===== src/adc_pkg.sv =====
// Constants and types shared by the conversion control block
`default_nettype none
package adc_pkg;
  // Register offsets
  localparam logic [7:0] OFF_CSRB = 8'h03;
  localparam logic [7:0] OFF_RES_LO = 8'h04;
  localparam logic [7:0] OFF_RES_HI = 8'h05;
  localparam logic [7:0] OFF_CSRA = 8'h06;
  localparam logic [7:0] OFF_CHAN = 8'h07;
  localparam logic [7:0] OFF_IRQ_STAT = 8'h08;
  localparam logic [7:0] OFF_IRQ_MASK = 8'h09;
  // Control/status A fields
  localparam int BIT_ENABLE = 7;
  localparam int BIT_START = 6;
  localparam int BIT_AUTO_TRIG = 5;
  localparam int BIT_DONE_FLAG = 4;
  localparam int BIT_DONE_IE = 3;
  localparam int BIT_PS_HI = 2;
  localparam int BIT_PS_LO = 0;
  // Control/status B fields
  localparam int BIT_GAIN_SEL = 6;
  localparam int BIT_CODE_MSB = 3;
  localparam int BIT_TS_HI = 2;
  localparam int BIT_TS_LO = 0;
  localparam logic [2:0] TS_FREE_RUN = 3'h0;
  // Channel register field
  localparam int BIT_CHAN_HI = 4;
  // Interrupt status bits
  localparam int IRQ_DONE = 0;
  localparam int IRQ_ABORT = 1;
  localparam int IRQ_W = 2;
  // Reset values
  localparam logic [7:0] RST_REG = 8'h00;
  localparam logic [2:0] RST_PS = 3'h0;
  // Conversion lengths in converter clock cycles
  localparam logic [4:0] CYC_FIRST = 5'd25;
  localparam logic [4:0] CYC_NORMAL = 5'd13;
  // Source codes
  localparam logic [5:0] CODE_TEMP = 6'h3f;
  localparam logic [3:0] INPUT_TEMP = 4'hb;
  localparam logic [5:0] GAIN_1X = 6'd1;
  localparam logic [5:0] GAIN_8X = 6'd8;
  localparam logic [5:0] GAIN_20X = 6'd20;
  localparam logic [5:0] GAIN_32X = 6'd32;

  typedef enum logic {ST_IDLE, ST_CONVERT} conv_state_t;

  typedef struct packed {
    logic single_ended;
    logic [3:0] se_input;
    logic differential;
    logic [3:0] pos_input;
    logic [3:0] neg_input;
    logic [5:0] gain;
  } source_sel_t;
endpackage
`default_nettype wire


===== src/adc_channel_decode.sv =====
// Channel and gain code decoder
`default_nettype none
module adc_channel_decode (
  input wire logic [5:0] code, // Channel and gain code
  input wire logic gain_select, // Picks the higher gain of each class
  output adc_pkg::source_sel_t sel // Decoded source
);
  logic high_class;
  logic [3:0] pos;
  logic [3:0] neg;

  always_comb begin
    high_class = ~code[0];
    pos = 4'h0;
    neg = 4'h0;
    case (code[5:1])
      5'h10: begin pos = 4'h0; neg = 4'h1; end
      5'h11: begin pos = 4'h1; neg = 4'h0; end
      5'h12: begin pos = 4'h1; neg = 4'h2; end
      5'h13: begin pos = 4'h2; neg = 4'h1; end
      5'h14: begin pos = 4'h2; neg = 4'h0; end
      5'h15: begin pos = 4'h0; neg = 4'h2; end
      5'h16: begin pos = 4'h4; neg = 4'h5; end
      5'h17: begin pos = 4'h5; neg = 4'h4; end
      5'h18: begin pos = 4'h5; neg = 4'h6; end
      5'h19: begin pos = 4'h6; neg = 4'h5; end
      5'h1a: begin pos = 4'h6; neg = 4'h4; end
      5'h1b: begin pos = 4'h4; neg = 4'h6; end
      5'h1c: begin pos = 4'h0; neg = 4'h0; end
      default: begin
        // Offset codes: same pin on both inputs, high gain only
        high_class = 1'b1;
        case (code[2:0])
          3'h2: begin pos = 4'h1; neg = 4'h1; end
          3'h3: begin pos = 4'h2; neg = 4'h2; end
          3'h4: begin pos = 4'h4; neg = 4'h4; end
          3'h5: begin pos = 4'h5; neg = 4'h5; end
          default: begin pos = 4'h6; neg = 4'h6; end
        endcase
      end
    endcase
  end

  always_comb begin
    sel = '0;
    if (code == adc_pkg::CODE_TEMP) begin
      sel.single_ended = 1'b1;
      sel.se_input = adc_pkg::INPUT_TEMP;
    end else if (!code[5]) begin
      sel.single_ended = 1'b1;
      sel.se_input = code[3:0];
    end else begin
      sel.differential = 1'b1;
      sel.pos_input = pos;
      sel.neg_input = neg;
      if (high_class) begin
        sel.gain = gain_select ? adc_pkg::GAIN_32X : adc_pkg::GAIN_20X;
      end else begin
        sel.gain = gain_select ? adc_pkg::GAIN_8X : adc_pkg::GAIN_1X;
      end
    end
  end
endmodule
`default_nettype wire


===== src/adc_conversion_control.sv =====
// Converter conversion control with register port
// Function
// - Enable bit powers converter on and off
// - Clearing enable aborts a running conversion
// - Single mode: each start write converts once
// - Free running: one start, then continuous conversions
// - First conversion 25 cycles, later 13
// - First conversion runs initialization sequence
// - Start bit reads one while converting
// - Writing zero to start has no effect
// - Control/status bit layout, reset zero
// - Codes 100110/100111 select input 2 minus 1
// - Code 111111 selects temperature sensor
// - Gain select swaps 20x->32x, 1x->8x
// - Code MSB change applies after conversion
// - Done flag sets at each conversion end, as start bit clears in single mode
`default_nettype none
module adc_conversion_control (
  input wire logic mclk, // System clock
  input wire logic sys_rst, // Synchronous reset
  input wire logic [7:0] reg_addr, // Register address
  input wire logic [7:0] reg_wdata, // Write data
  input wire logic reg_wr, // Write strobe
  input wire logic reg_rd, // Read strobe
  input wire logic [9:0] analog_result, // Converter result word
  output logic [7:0] reg_rdata, // Read data, cycle after strobe
  output logic converter_power, // Converter powered
  output logic conversion_active, // Conversion running
  output logic init_phase, // Initializing conversion running
  output logic conv_clk_en, // Converter clock enable
  output adc_pkg::source_sel_t source_sel, // Selected source
  output logic irq // Interrupt request level
);
  // Control/status A
  logic enable_r;
  logic start_r;
  logic auto_trig_r;
  logic done_flag_r;
  logic done_ie_r;
  logic [2:0] prescale_r;
  // Control/status B
  logic gain_sel_r;
  logic code_msb_r;
  logic [2:0] trig_src_r;
  // Channel low bits
  logic [4:0] chan_low_r;
  // Code MSB in use by the converter
  logic msb_active_r;
  logic [9:0] result_r;
  logic [adc_pkg::IRQ_W-1:0] irq_stat_r;
  logic [adc_pkg::IRQ_W-1:0] irq_mask_r;
  adc_pkg::conv_state_t state_r;
  logic first_r;
  logic [4:0] cnt_r;

  logic wr_csra;
  logic wr_csrb;
  logic new_enable;
  logic start_req;
  logic abort;
  logic tick;
  logic [4:0] conv_len;
  logic done_evt;
  logic free_run;
  logic restart;
  logic [5:0] code_now;
  adc_pkg::source_sel_t sel_now;
  logic [7:0] rd_mux;
  logic [adc_pkg::IRQ_W-1:0] irq_evt;

  assign wr_csra = reg_wr && (reg_addr == adc_pkg::OFF_CSRA);
  assign wr_csrb = reg_wr && (reg_addr == adc_pkg::OFF_CSRB);
  assign new_enable = reg_wdata[adc_pkg::BIT_ENABLE];

  // Start only when the same write sets the enable bit and no conversion is running
  assign start_req = wr_csra && reg_wdata[adc_pkg::BIT_START] && new_enable && !start_r;
  assign abort = wr_csra && !new_enable && start_r;

  assign conv_len = first_r ? adc_pkg::CYC_FIRST : adc_pkg::CYC_NORMAL;
  assign done_evt = (state_r == adc_pkg::ST_CONVERT) && tick && (cnt_r == conv_len - 5'd1) && !abort;
  assign free_run = auto_trig_r && (trig_src_r == adc_pkg::TS_FREE_RUN);
  assign restart = done_evt && free_run && enable_r && !(wr_csra && !new_enable);

  adc_prescaler u_prescaler (
    .mclk(mclk),
    .sys_rst(sys_rst),
    .run(state_r == adc_pkg::ST_CONVERT),
    .sel(prescale_r),
    .tick(tick)
  );

  // Conversion sequencer
  always_ff @(posedge mclk) begin
    if (sys_rst) begin
      state_r <= adc_pkg::ST_IDLE;
      cnt_r <= 5'd0;
    end else begin
      case (state_r)
        adc_pkg::ST_IDLE: begin
          if (start_req) begin
            state_r <= adc_pkg::ST_CONVERT;
            cnt_r <= 5'd0;
          end
        end
        adc_pkg::ST_CONVERT: begin
          if (abort) begin
            state_r <= adc_pkg::ST_IDLE;
            cnt_r <= 5'd0;
          end else if (done_evt) begin
            cnt_r <= 5'd0;
            if (!restart) begin
              state_r <= adc_pkg::ST_IDLE;
            end
          end else if (tick) begin
            cnt_r <= cnt_r + 5'd1;
          end
        end
        default: begin
          state_r <= adc_pkg::ST_IDLE;
        end
      endcase
    end
  end

  // First conversion after enabling carries initialization
  always_ff @(posedge mclk) begin
    if (sys_rst) begin
      first_r <= 1'b1;
    end else if (!enable_r) begin
      first_r <= 1'b1;
    end else if (done_evt) begin
      first_r <= 1'b0;
    end
  end

  // Enable bit
  always_ff @(posedge mclk) begin
    if (sys_rst) begin
      enable_r <= 1'b0;
    end else if (wr_csra) begin
      enable_r <= new_enable;
    end
  end

  // Start bit: busy indicator
  always_ff @(posedge mclk) begin
    if (sys_rst) begin
      start_r <= 1'b0;
    end else if (abort) begin
      start_r <= 1'b0;
    end else if (start_req) begin
      start_r <= 1'b1;
    end else if (done_evt && !restart) begin
      start_r <= 1'b0;
    end
  end

  // Done flag: set wins over write-one clear
  always_ff @(posedge mclk) begin
    if (sys_rst) begin
      done_flag_r <= 1'b0;
    end else if (done_evt) begin
      done_flag_r <= 1'b1;
    end else if (wr_csra && reg_wdata[adc_pkg::BIT_DONE_FLAG]) begin
      done_flag_r <= 1'b0;
    end
  end

  // Remaining control/status A fields
  always_ff @(posedge mclk) begin
    if (sys_rst) begin
      auto_trig_r <= 1'b0;
      done_ie_r <= 1'b0;
      prescale_r <= adc_pkg::RST_PS;
    end else if (wr_csra) begin
      auto_trig_r <= reg_wdata[adc_pkg::BIT_AUTO_TRIG];
      done_ie_r <= reg_wdata[adc_pkg::BIT_DONE_IE];
      prescale_r <= reg_wdata[adc_pkg::BIT_PS_HI:adc_pkg::BIT_PS_LO];
    end
  end

  // Control/status B and channel register
  always_ff @(posedge mclk) begin
    if (sys_rst) begin
      gain_sel_r <= 1'b0;
      code_msb_r <= 1'b0;
      trig_src_r <= 3'h0;
      chan_low_r <= 5'h00;
    end else begin
      if (wr_csrb) begin
        gain_sel_r <= reg_wdata[adc_pkg::BIT_GAIN_SEL];
        code_msb_r <= reg_wdata[adc_pkg::BIT_CODE_MSB];
        trig_src_r <= reg_wdata[adc_pkg::BIT_TS_HI:adc_pkg::BIT_TS_LO];
      end
      if (reg_wr && (reg_addr == adc_pkg::OFF_CHAN)) begin
        chan_low_r <= reg_wdata[adc_pkg::BIT_CHAN_HI:0];
      end
    end
  end

  // Code MSB follows the register only between conversions
  always_ff @(posedge mclk) begin
    if (sys_rst) begin
      msb_active_r <= 1'b0;
    end else if (state_r == adc_pkg::ST_IDLE || done_evt) begin
      msb_active_r <= code_msb_r;
    end
  end

  assign code_now = {msb_active_r, chan_low_r};

  adc_channel_decode u_decode (
    .code(code_now),
    .gain_select(gain_sel_r),
    .sel(sel_now)
  );

  // Result capture at the end of a conversion
  always_ff @(posedge mclk) begin
    if (sys_rst) begin
      result_r <= 10'h000;
    end else if (done_evt) begin
      result_r <= analog_result;
    end
  end

  // Interrupt status and mask
  always_comb begin
    irq_evt = '0;
    irq_evt[adc_pkg::IRQ_DONE] = done_evt;
    irq_evt[adc_pkg::IRQ_ABORT] = abort;
  end

  always_ff @(posedge mclk) begin
    if (sys_rst) begin
      irq_stat_r <= '0;
      irq_mask_r <= '0;
    end else begin
      if (reg_wr && (reg_addr == adc_pkg::OFF_IRQ_STAT)) begin
        irq_stat_r <= (irq_stat_r & ~reg_wdata[adc_pkg::IRQ_W-1:0]) | irq_evt;
      end else begin
        irq_stat_r <= irq_stat_r | irq_evt;
      end
      if (reg_wr && (reg_addr == adc_pkg::OFF_IRQ_MASK)) begin
        irq_mask_r <= reg_wdata[adc_pkg::IRQ_W-1:0];
      end
    end
  end

  // Read multiplexer
  always_comb begin
    rd_mux = 8'h00;
    if (reg_addr == adc_pkg::OFF_CSRA) begin
      rd_mux = {enable_r, start_r, auto_trig_r, done_flag_r, done_ie_r, prescale_r};
    end else if (reg_addr == adc_pkg::OFF_CSRB) begin
      rd_mux[adc_pkg::BIT_GAIN_SEL] = gain_sel_r;
      rd_mux[adc_pkg::BIT_CODE_MSB] = code_msb_r;
      rd_mux[adc_pkg::BIT_TS_HI:adc_pkg::BIT_TS_LO] = trig_src_r;
    end else if (reg_addr == adc_pkg::OFF_CHAN) begin
      rd_mux[adc_pkg::BIT_CHAN_HI:0] = chan_low_r;
    end else if (reg_addr == adc_pkg::OFF_RES_LO) begin
      rd_mux = result_r[7:0];
    end else if (reg_addr == adc_pkg::OFF_RES_HI) begin
      rd_mux[1:0] = result_r[9:8];
    end else if (reg_addr == adc_pkg::OFF_IRQ_STAT) begin
      rd_mux[adc_pkg::IRQ_W-1:0] = irq_stat_r;
    end else if (reg_addr == adc_pkg::OFF_IRQ_MASK) begin
      rd_mux[adc_pkg::IRQ_W-1:0] = irq_mask_r;
    end
  end

  always_ff @(posedge mclk) begin
    if (sys_rst) begin
      reg_rdata <= adc_pkg::RST_REG;
    end else if (reg_rd) begin
      reg_rdata <= rd_mux;
    end else begin
      reg_rdata <= 8'h00;
    end
  end

  // Converter power follows the enable bit one cycle later
  always_ff @(posedge mclk) begin
    if (sys_rst) begin
      converter_power <= 1'b0;
    end else begin
      converter_power <= enable_r;
    end
  end

  // Busy indicator mirrors the start bit
  always_ff @(posedge mclk) begin
    if (sys_rst) begin
      conversion_active <= 1'b0;
    end else begin
      conversion_active <= start_r;
    end
  end

  // Initialization runs only inside the first conversion
  always_ff @(posedge mclk) begin
    if (sys_rst) begin
      init_phase <= 1'b0;
    end else begin
      init_phase <= start_r && first_r;
    end
  end

  // Converter clock enable, registered so the port comes from a flop
  always_ff @(posedge mclk) begin
    if (sys_rst) begin
      conv_clk_en <= 1'b0;
    end else begin
      conv_clk_en <= tick;
    end
  end

  // Decoded source, held stable between code or gain select changes
  always_ff @(posedge mclk) begin
    if (sys_rst) begin
      source_sel <= '0;
    end else begin
      source_sel <= sel_now;
    end
  end

  // Level interrupt: unmasked status or enabled done flag
  always_ff @(posedge mclk) begin
    if (sys_rst) begin
      irq <= 1'b0;
    end else begin
      irq <= (|(irq_stat_r & irq_mask_r)) || (done_flag_r && done_ie_r);
    end
  end
endmodule
`default_nettype wire


===== src/adc_prescaler.sv =====
// Converter clock enable divider
`default_nettype none
module adc_prescaler (
  input wire logic mclk, // System clock
  input wire logic sys_rst, // Synchronous reset
  input wire logic run, // Divider counts while high
  input wire logic [2:0] sel, // Division select
  output logic tick // One-cycle converter clock enable
);
  logic [6:0] cnt_r;
  logic [6:0] last;

  always_comb begin
    // Codes 0 and 1 both divide by two
    if (sel == 3'h0) begin
      last = 7'h01;
    end else begin
      last = 7'((8'h01 << sel) - 8'h01);
    end
  end

  always_ff @(posedge mclk) begin
    if (sys_rst || !run) begin
      cnt_r <= 7'h00;
      tick <= 1'b0;
    end else if (cnt_r >= last) begin
      cnt_r <= 7'h00;
      tick <= 1'b1;
    end else begin
      cnt_r <= cnt_r + 7'h01;
      tick <= 1'b0;
    end
  end
endmodule
`default_nettype wire


===== config.mk =====
export PLATFORM = sky130hd
export DESIGN_NAME = adc_conversion_control
export DESIGN_NICKNAME = d
export VERILOG_FILES = /design/src/adc_pkg.sv /design/src/adc_channel_decode.sv /design/src/adc_conversion_control.sv /design/src/adc_prescaler.sv
export SDC_FILE = /design/constraint.sdc
export NUM_CORES = 1
export LEC_CHECK = 0
export BUFFER_PORTS_ARGS = -buffer_cell sky130_fd_sc_hd__buf_2
export CORE_ASPECT_RATIO = 0.8
export CORE_MARGIN = 8
export CORE_UTILIZATION = 45
export CTS_CLUSTER_SIZE = 30
export DETAILED_ROUTE_END_ITERATION = 10
export PLACE_DENSITY = 0.67
export SYNTH_ARGS = -nofsm -noshare
export SYNTH_HDL_FRONTEND = slang
export SYNTH_SLANG_ARGS = --single-unit

===== constraint.sdc =====
create_clock -name mclk -period 3.9 [get_ports mclk]
set_clock_uncertainty 0.1 [all_clocks]
set_input_delay 0.39 -clock mclk [delete_from_list [all_inputs] [get_ports mclk]]
set_output_delay 0.39 -clock mclk [all_outputs]
set_load 0.005 [all_outputs]

======== Yosys cells after proc, flatten, opt, wreduce, memory -nomap -nowiden ========
Index checks and enable logic that the tools add are counted.
cells by class
  shifts and indexed selects .............. 1
  reduce and logical (&&, ||, !) cells .... 56
  eq/ne operators ......................... 28
  bitwise gates (word level) .............. 10
  muxes and demuxes ....................... 40
  $lt $le $gt $ge ......................... 1
  add/sub/neg operators ................... 4
operator list
  cell                 count
  $eq 5x5->1 const B   13
  $pmux 4 s6           2
  $mux 5               8
  $eq 8x3->1 const B   4
  $reduce_or 2->1      16
  $logic_and 1x1->1    21
  $mux 6               3
  $eq 8x4->1 const B   2
  $mux 15              1
  $reduce_or 13->1     1
  $mux 1               12
  $mux 2               6
  $pmux 3 s4           1
  $reduce_or 3->1      4
  $pmux 5 s2           1
  $eq 8x2->1 const B   1
  $mux 4               2
  $mux 8               1
  $add 7x1->7 const B  1
  $ge 7x7->1           1
  $mux 7               1
  $shl 1x3->7 const A  1
  $sub 7x1->7 const B  1
  $eq 3x2->1 const B   2
  other kinds (18)     34
storage, ports and cells
  flip-flop bits (word level) ............. 81

======== Depth between registers and ports, before layout ========
Gate-level depths: netlist of the first run.
  depth in word-level cells ............... 13
  mapped depth ............................ 8

======== Modules after synthesis ========
From an unflattened synthesis of the first run, not the netlist that was laid out.
unflattened totals
  cell total of the unflattened synthesis .. 417
  area, all modules ....................... 3877.5 um2
modules (own cells, without submodules)
  module                  area an instance (um2)  cells each  instances
  adc_conversion_control  2864.0                  286         1
  adc_channel_decode      556.8                   81          1
  adc_prescaler           456.7                   50          1

======== Worst setup path before layout of the first run ========
OpenSTA, ideal clock, no wires.
  path type ............................... input -> register
  start point ............................. input port reg_addr[5]
  end point ............................... register cnt_r[4]
  stages on the path ...................... 7
  path slack .............................. 1669 ps
  path buffers ............................ 2
  arrival ................................. 2031 ps
  cells stage by stage .................... or4_4 > buf_6 > or3_1 > buf_6 > nor2_4 > nor3b_2 > a2111oi_4
between the ends
  word-level cells in the longest chain between the ends .. 9
  elaborated cells between the ends (all ways) .. 15
RTL lines
  item                            line                           text
  from (decl)                     adc_conversion_control.sv:21   input wire logic [7:0] reg_addr,
  $eq 8x3->1 (*)                  adc_conversion_control.sv:71   assign wr_csra = reg_wr && (reg_addr == adc_pkg::OFF_CSRA);
  $logic_and 1x1->1 (*)           adc_conversion_control.sv:71
  $logic_and 1x1->1 (2 in a row)  adc_conversion_control.sv:77   assign abort = wr_csra && !new_enable && start_r;
  $logic_not 1->1                 adc_conversion_control.sv:80   assign done_evt = (state_r == adc_pkg::ST_CONVERT) && tick && (cnt_r == conv_len - 5'd1) && !abort;
  $logic_and 1x1->1               adc_conversion_control.sv:80
  $mux 5                          adc_conversion_control.sv:109  end else if (done_evt) begin
  $mux 5                          adc_conversion_control.sv:106  if (abort) begin
  $pmux 5 s2                      adc_conversion_control.sv:98   case (state_r)
  to (signal assigned)            adc_conversion_control.sv:115  cnt_r <= cnt_r + 5'd1;
  to (decl)                       adc_conversion_control.sv:54   logic [4:0] cnt_r;
Every way passes the cells marked *; elsewhere a longest branch is shown, timed or not.
A chain may end at the register's enable or synchronous reset.

======== Worst setup path in the final report of the first run ========
  start point ............................. input port reg_addr[5]
  end point ............................... register result_r[0]
between the ends
  word-level cells in the longest chain between the ends .. 6
RTL lines
  item                            line                           text
  $eq 8x3->1                      adc_conversion_control.sv:71
  $logic_and 1x1->1               adc_conversion_control.sv:71
  $logic_and 1x1->1 (2 in a row)  adc_conversion_control.sv:77
  $logic_not 1->1                 adc_conversion_control.sv:80
  $logic_and 1x1->1               adc_conversion_control.sv:80
  to (signal assigned)            adc_conversion_control.sv:223  result_r <= analog_result;
  to (decl)                       adc_conversion_control.sv:49   logic [9:0] result_r;
Every way passes these cells.

==> results.tsv, run 1 <==
stage	metric	value	unit
sta	relative slew slack	0.427	
setup_path	Setup crit start kind	input pin	
sta	Hold Vio Cnt, Final	0	
clocking	clock sinks	77	
clocking	hold-fix buffer count after cts	0	
logic_synthesis	post-synth top area cell	dfxtp_1	
clocking	Worst-path clk slew	80	ps
route	DRC Markers	0	
setup_path	CP Class	in2reg	
placed_design	Place WS	1140	ps
power_and_ir_drop	Gate power share	0.039	
logic_synthesis	top cells by area, synth	dfxtp_1 43%, mux2i_1 8.3%, nor2_1 5.5%	
clocking	TritonCTS Buffers	9	
logic_synthesis	Syn Inst Count	404	
logic_synthesis	Synth Warn #	0	
floorplan	Die W	116	µm
route	DRT antenna net count	0	
grt	total congestion overflow	0	
sta	total negative slack	0	ps
clocking	CTS HTree Levels	3	
logic_synthesis	Most used DFF post-synth	dfxtp_1	
logic_synthesis	Seq/Total Area, Yosys	0.427	
placed_design	I/O Buffers	59	
logic_synthesis	Synth async-reset ratio	0	
setup_path	Worst Path Required	4010	ps
min_path	Min-Delay Path Class	in2reg	
setup_path	Arr. time, crit path	2520	ps
power_and_ir_drop	Reg power frac	0.526	
final_layout	layout cell share with drive strength beyond 1	0.199	
logic_synthesis	Post-synth EDFFs	0	
logic_synthesis	Cell Area, Synth	3610	µm²
logic_synthesis	Yosys cell types	59	
final_layout	fin nets	496	
floorplan	Die Area	11200	µm²
clocking	CTS Buffer Depth	2	
route	WL/cell	15.2	µm
power_and_ir_drop	switching power	330	µW
final_layout	number of fill cells	752	
setup_path	CP endpoint kind	flop	
grt	Tot GR Track Use	0.160	
placed_design	final HPWL from detailed placement	6330	µm
status	outcome	finished clean	
final_layout	Layout area overhead	14.1	%
floorplan	Initial Util	0.458	
route	routed vias/inst	5.31	
final_layout	register area	1540	µm²
power_and_ir_drop	leak pwr	1.71	nW
clocking	count of cells resized by post-cts repair	0	
clocking	CTS tree	yes	
flow_run	Max Cap Violations	0	
floorplan	Die Ht	96.1	µm
clocking	clk_lat worst skew	350	ps
power_and_ir_drop	pwr dens	363	nW/µm²
power_and_ir_drop	clock group share of total power	0.435	
route	WL final	8630	µm
logic_synthesis	Synth Area per Inst	8.93	µm²
sta	Worst Tran Pin Value	860	ps
final_layout	Inserted Diodes	0	
floorplan	Core ar.	7870	µm²
sta	Period minus WS final	2410	ps
grt	initial antenna violation count	0	
final_layout	highest-count cells in the layout ignoring fill and taps	77 x dfxtp_1, 59 x buf_2, 53 x nor2_1	
sta	max-slew violations	0	
sta	setup ws final	1490	ps
placed_design	GPL Wtd Cong	0.869	
setup_path	crit-path max FO	17	
sta	Final Cycle Share	0.617	
power_and_ir_drop	switching part of the total power	0.221	
clocking	clk root buf	clkbuf_8	
grt	vias in the first global route	2773	
floorplan	number of I/O pins	63	
grt	global-route wire length before repair	14000	µm
floorplan	Row Count	29	
power_and_ir_drop	Peak VDD IR	0.220	mV
route	vias	3005	
final_layout	most common cell after layout, fill and taps aside	dfxtp_1	
clocking	post-CTS setup buffer count	0	
grt	largest net degree at the start of global routing	47	
final_layout	Multi-input gate area	1870	µm²
route	first-pass iteration count of the detailed router	5	
logic_synthesis	Yosys top cell area share	0.427	
logic_synthesis	Yosys reg bits	77	
route	initial DRC count	224	
power_and_ir_drop	Cell Int Power	1.17	mW
sta	RSZ-0062 raised after global routing	false	
sta	Setup Viol. Count Final	0	
sta	Fmax achieved	0.415	GHz
## power groups by stage
stage / Clock, mW / Sequential, mW / Combinational [mW]
floorplan: 0 / 0.805 / 0.0338
global placement: 0 / 0.805 / 0.0558
detailed placement: 0 / 0.805 / 0.0568
CTS: 0.664 / 0.787 / 0.0569
global route: 0.693 / 0.787 / 0.0628
finish: 0.651 / 0.787 / 0.0576
## stage by stage
step	cells	power [mW]	area (µm²)	util	hold WS [ps]
after CTS	566	1.51	4120	0.523	153
after global placement	550	0.861	3900	0.496	340
after global routing	566	1.54	4120	0.523	173
after detailed placement	550	0.862	3900	0.496	355
final	566	1.50	4120	0.523	167
after floorplan	406	0.839	3620	-	326
## synth_stat cells (5+ instances only)
| cell | n |
|---|---|
| nor2_1 | 53 |
| nand3_1 | 9 |
| nand2b_1 | 11 |
| nor2b_1 | 8 |
| a21oi_1 | 29 |
| nor3_1 | 12 |
| dfxtp_1 | 77 |
| mux2i_1 | 30 |
| o21ai_0 | 17 |
| nand2_1 | 35 |
| buf_4 | 5 |
| clkbuf_1 | 12 |
| inv_1 | 14 |
| ha_1 | 13 |
## state kept, by name, summed over array words and instances, names as in the netlist, 2 cells and up
signal and count:
chan_low_r 5, cnt_r 5, irq_mask_r 2, irq_stat_r 2, prescale_r 3, reg_rdata 8
result_r 10, source_sel 16, trig_src_r 3, u_prescaler.cnt_r 7
## critical path, cell delays in order
cell	delay [ps]
buf_2	110
or4_4	590
nor4_2	380
or4_1	720
mux2i_1	260
nor2_1	60
## final timing paths
path         slack, ps                             from  cells past startpoint                              end
min reg2reg        370  u_prescaler.cnt_r[0]$_SDFF_PP0_                      1  u_prescaler.cnt_r[0]$_SDFF_PP0_
max reg2reg       1590               state_r$_SDFF_PP0_                      4               state_r$_SDFF_PP0_
min                170                 analog_result[6]                      3         result_r[6]$_SDFFE_PP0P_
max               1490                      reg_addr[5]                      6         result_r[0]$_SDFFE_PP0P_
## cells by family (layout without fill, tap and decap cells)
family	count (synthesis)	after routing	share of synthesized area
compound gates	75	75	0.138
xor+xnor	7	7	0.0170
fa+ha+maj	13	13	0.0451
buf+inv	38	90	0.0568
flops	77	77	0.427
mux	30	30	0.0832
other cells	1	3	0.00104
simple gates	163	163	0.232
## area by class of cell
class	instances	area share
Clock inverter	6	0.0213
Sequential cell	77	0.374
Timing Repair Buffer	60	0.0735
Inverter	14	0.0128
Tap cell	108	0.0328
Clock buffer	10	0.0310
Multi-Input combinational cell	291	0.454
## layer usage
layer	share of wire	track usage
met5	0	0
met4	0.013	0.0463
met3	0.086	0.0520
met2	0.42	0.231
met1	0.48	0.221
Power figures use the tool's default switching activity.
==> run 2: changes to the inputs <==
==> constraint.sdc (replaced) <==
create_clock -name mclk -period 2.45 [get_ports mclk]
set_clock_uncertainty 0.1 [all_clocks]
set_input_delay 0.245 -clock mclk [delete_from_list [all_inputs] [get_ports mclk]]
set_output_delay 0.245 -clock mclk [all_outputs]
set_load 0.005 [all_outputs]
==> run 2 against run 1 <==
Effect of this change:
- largest cell class unchanged
- critical path type is now reg2reg
- non-clock buffer count up 8
- cell count rose by 1.2%
- die area did not move
- global-route usage grew 0.10 points
- clock power grew 60%
- critical path depth down 1
- register-to-register slack worse by 1200 ps
- sequential share of layout area down 0.49 points
- sequential power grew 59%
- power up 59%
- final area up 1.3%
- clock-buffer cell count is 1 lower
==> results.tsv, run 2 (synthesis results as in run 1) <==
stage	metric	value	unit
clocking	clk root buf	clkbuf_8	
floorplan	Die W	116	µm
floorplan	number of I/O pins	63	
floorplan	Row Count	29	
sta	RSZ-0062 raised after global routing	false	
power_and_ir_drop	leak pwr	1.76	nW
final_layout	Layout area overhead	15.6	%
grt	Tot GR Track Use	0.161	
clocking	clk_lat worst skew	350	ps
route	first-pass iteration count of the detailed router	5	
final_layout	Final Util	0.530	
clocking	post-CTS setup buffer count	0	
route	initial DRC count	179	
setup_path	Arr. time, crit path	2200	ps
sta	Hold Vio Cnt, Final	0	
power_and_ir_drop	pwr dens	572	nW/µm²
final_layout	Non-Filler Instances	573	
power_and_ir_drop	Total Power	2.39	mW
sta	Period minus WS final	2090	ps
placed_design	final HPWL from detailed placement	6520	µm
setup_path	CP Class	reg2reg	
clocking	count of cells resized by post-cts repair	0	
min_path	Min-Delay Path Class	in2reg	
floorplan	Die Ht	96.1	µm
sta	max-slew violations	0	
placed_design	GPL Wtd Cong	0.834	
placed_design	I/O Buffers	59	
setup_path	Setup crit start kind	flop	
sta	relative slew slack	0.519	
placed_design	# placed instances	558	
final_layout	Reg with most FFs	source_sel	
final_layout	biggest regs	source_sel x16, result_r x10, reg_rdata x8	
clocking	hold-fix buffer count after cts	0	
flow_run	Max Cap Violations	0	
setup_path	CP endpoint kind	flop	
sta	Worst Tran Pin Value	703	ps
clocking	TritonCTS Buffers	9	
grt	vias in the first global route	2895	
sta	Fmax achieved	0.479	GHz
grt	global-route wire length before repair	14200	µm
setup_path	Worst Path Required	2560	ps
final_layout	layout cell share with drive strength beyond 1	0.213	
power_and_ir_drop	Peak VDD IR	0.374	mV
floorplan	Core ar.	7870	µm²
grt	total congestion overflow	0	
clocking	CTS tree	yes	
sta	WHS	20.3	ps
grt	initial antenna violation count	0	
sta	Final Cycle Share	0.851	
placed_design	Place WS	204	ps
final_layout	Inserted Diodes	0	
route	WL final	8660	µm
final_layout	design area	4170	µm²
route	routed vias/inst	5.23	
final_layout	fin nets	504	
route	vias	2996	
clocking	Worst-path clk slew	80	ps
clocking	clock sinks	77	
clocking	CTS Buffer Depth	2	
status	outcome	finished clean	
sta	total negative slack	0	ps
sta	Setup Viol. Count Final	0	
route	DRT antenna net count	0	
sta	setup ws final	364	ps
floorplan	Die Area	11200	µm²
setup_path	crit-path max FO	12	
final_layout	highest-count cells in the layout ignoring fill and taps	77 x dfxtp_1, 59 x buf_2, 53 x nor2_1	
final_layout	number of flip-flops in the largest register	16	
grt	largest net degree at the start of global routing	46	
placed_design	DP Area	3960	µm²
route	WL/cell	15.1	µm
final_layout	most common cell after layout, fill and taps aside	dfxtp_1	
route	DRC Markers	0	
clocking	CTS HTree Levels	3	
floorplan	Initial Util	0.458	
final_layout	number of fill cells	762	
==> run 2: changes by cell type in the layout (fill, tap and decap cells not counted), sizes merged <==
cell / previous run / this run
buf: 60 / 68
clkbuf: 10 / 9
clkinv: 1 / 2
clkinvlp: 3 / 1
inv: 14 / 15
==> run 2: cell type report <==
type,count,area (µm²),share of cell area
inverters,14,52.6,0.0126
flip-flops and latches,77,1540,0.369
repair buffers,68,363,0.0870
well taps,108,135,0.0324
clock buffers,9,124,0.0297
clock inverters,6,86.3,0.0207
multi-input cells,291,1870,0.448
==> run 2: layer usage <==
layer,GRT usage,routed length [µm],vias up
li1,-,-,1502
met3,0.0508,719,12
met4,0.0420,97,0
met5,0,0,-
met2,0.234,3640,95
met1,0.224,4200,1387
==> run 2: critical path, cell delays in order, from the launching register on <==
cell,delay [ps]
dfxtp_1,530
nand2_1,190
or4_1,570
buf_4,230
a31oi_1,220
o32ai_1,120
==> run 2: final timing paths <==
path | from | end | slack (ps) | depth (start not counted)
worst max-delay path | state_r$_SDFF_PP0_ | state_r$_SDFF_PP0_ | 360 | 5
worst min-delay path | analog_result[1] | result_r[1]$_SDFFE_PP0P_ | 20 | 3
worst max register to register | state_r$_SDFF_PP0_ | state_r$_SDFF_PP0_ | 360 | 5
worst min register to register | u_prescaler.cnt_r[0]$_SDFF_PP0_ | u_prescaler.cnt_r[0]$_SDFF_PP0_ | 370 | 1
==> run 2: power by group <==
part,switching (mW),internal (mW),total [mW]
sequential,0.000867,1.25,1.25
combinational,0.0581,0.0357,0.0937
clock,0.472,0.568,1.04
total,0.531,1.85,2.39
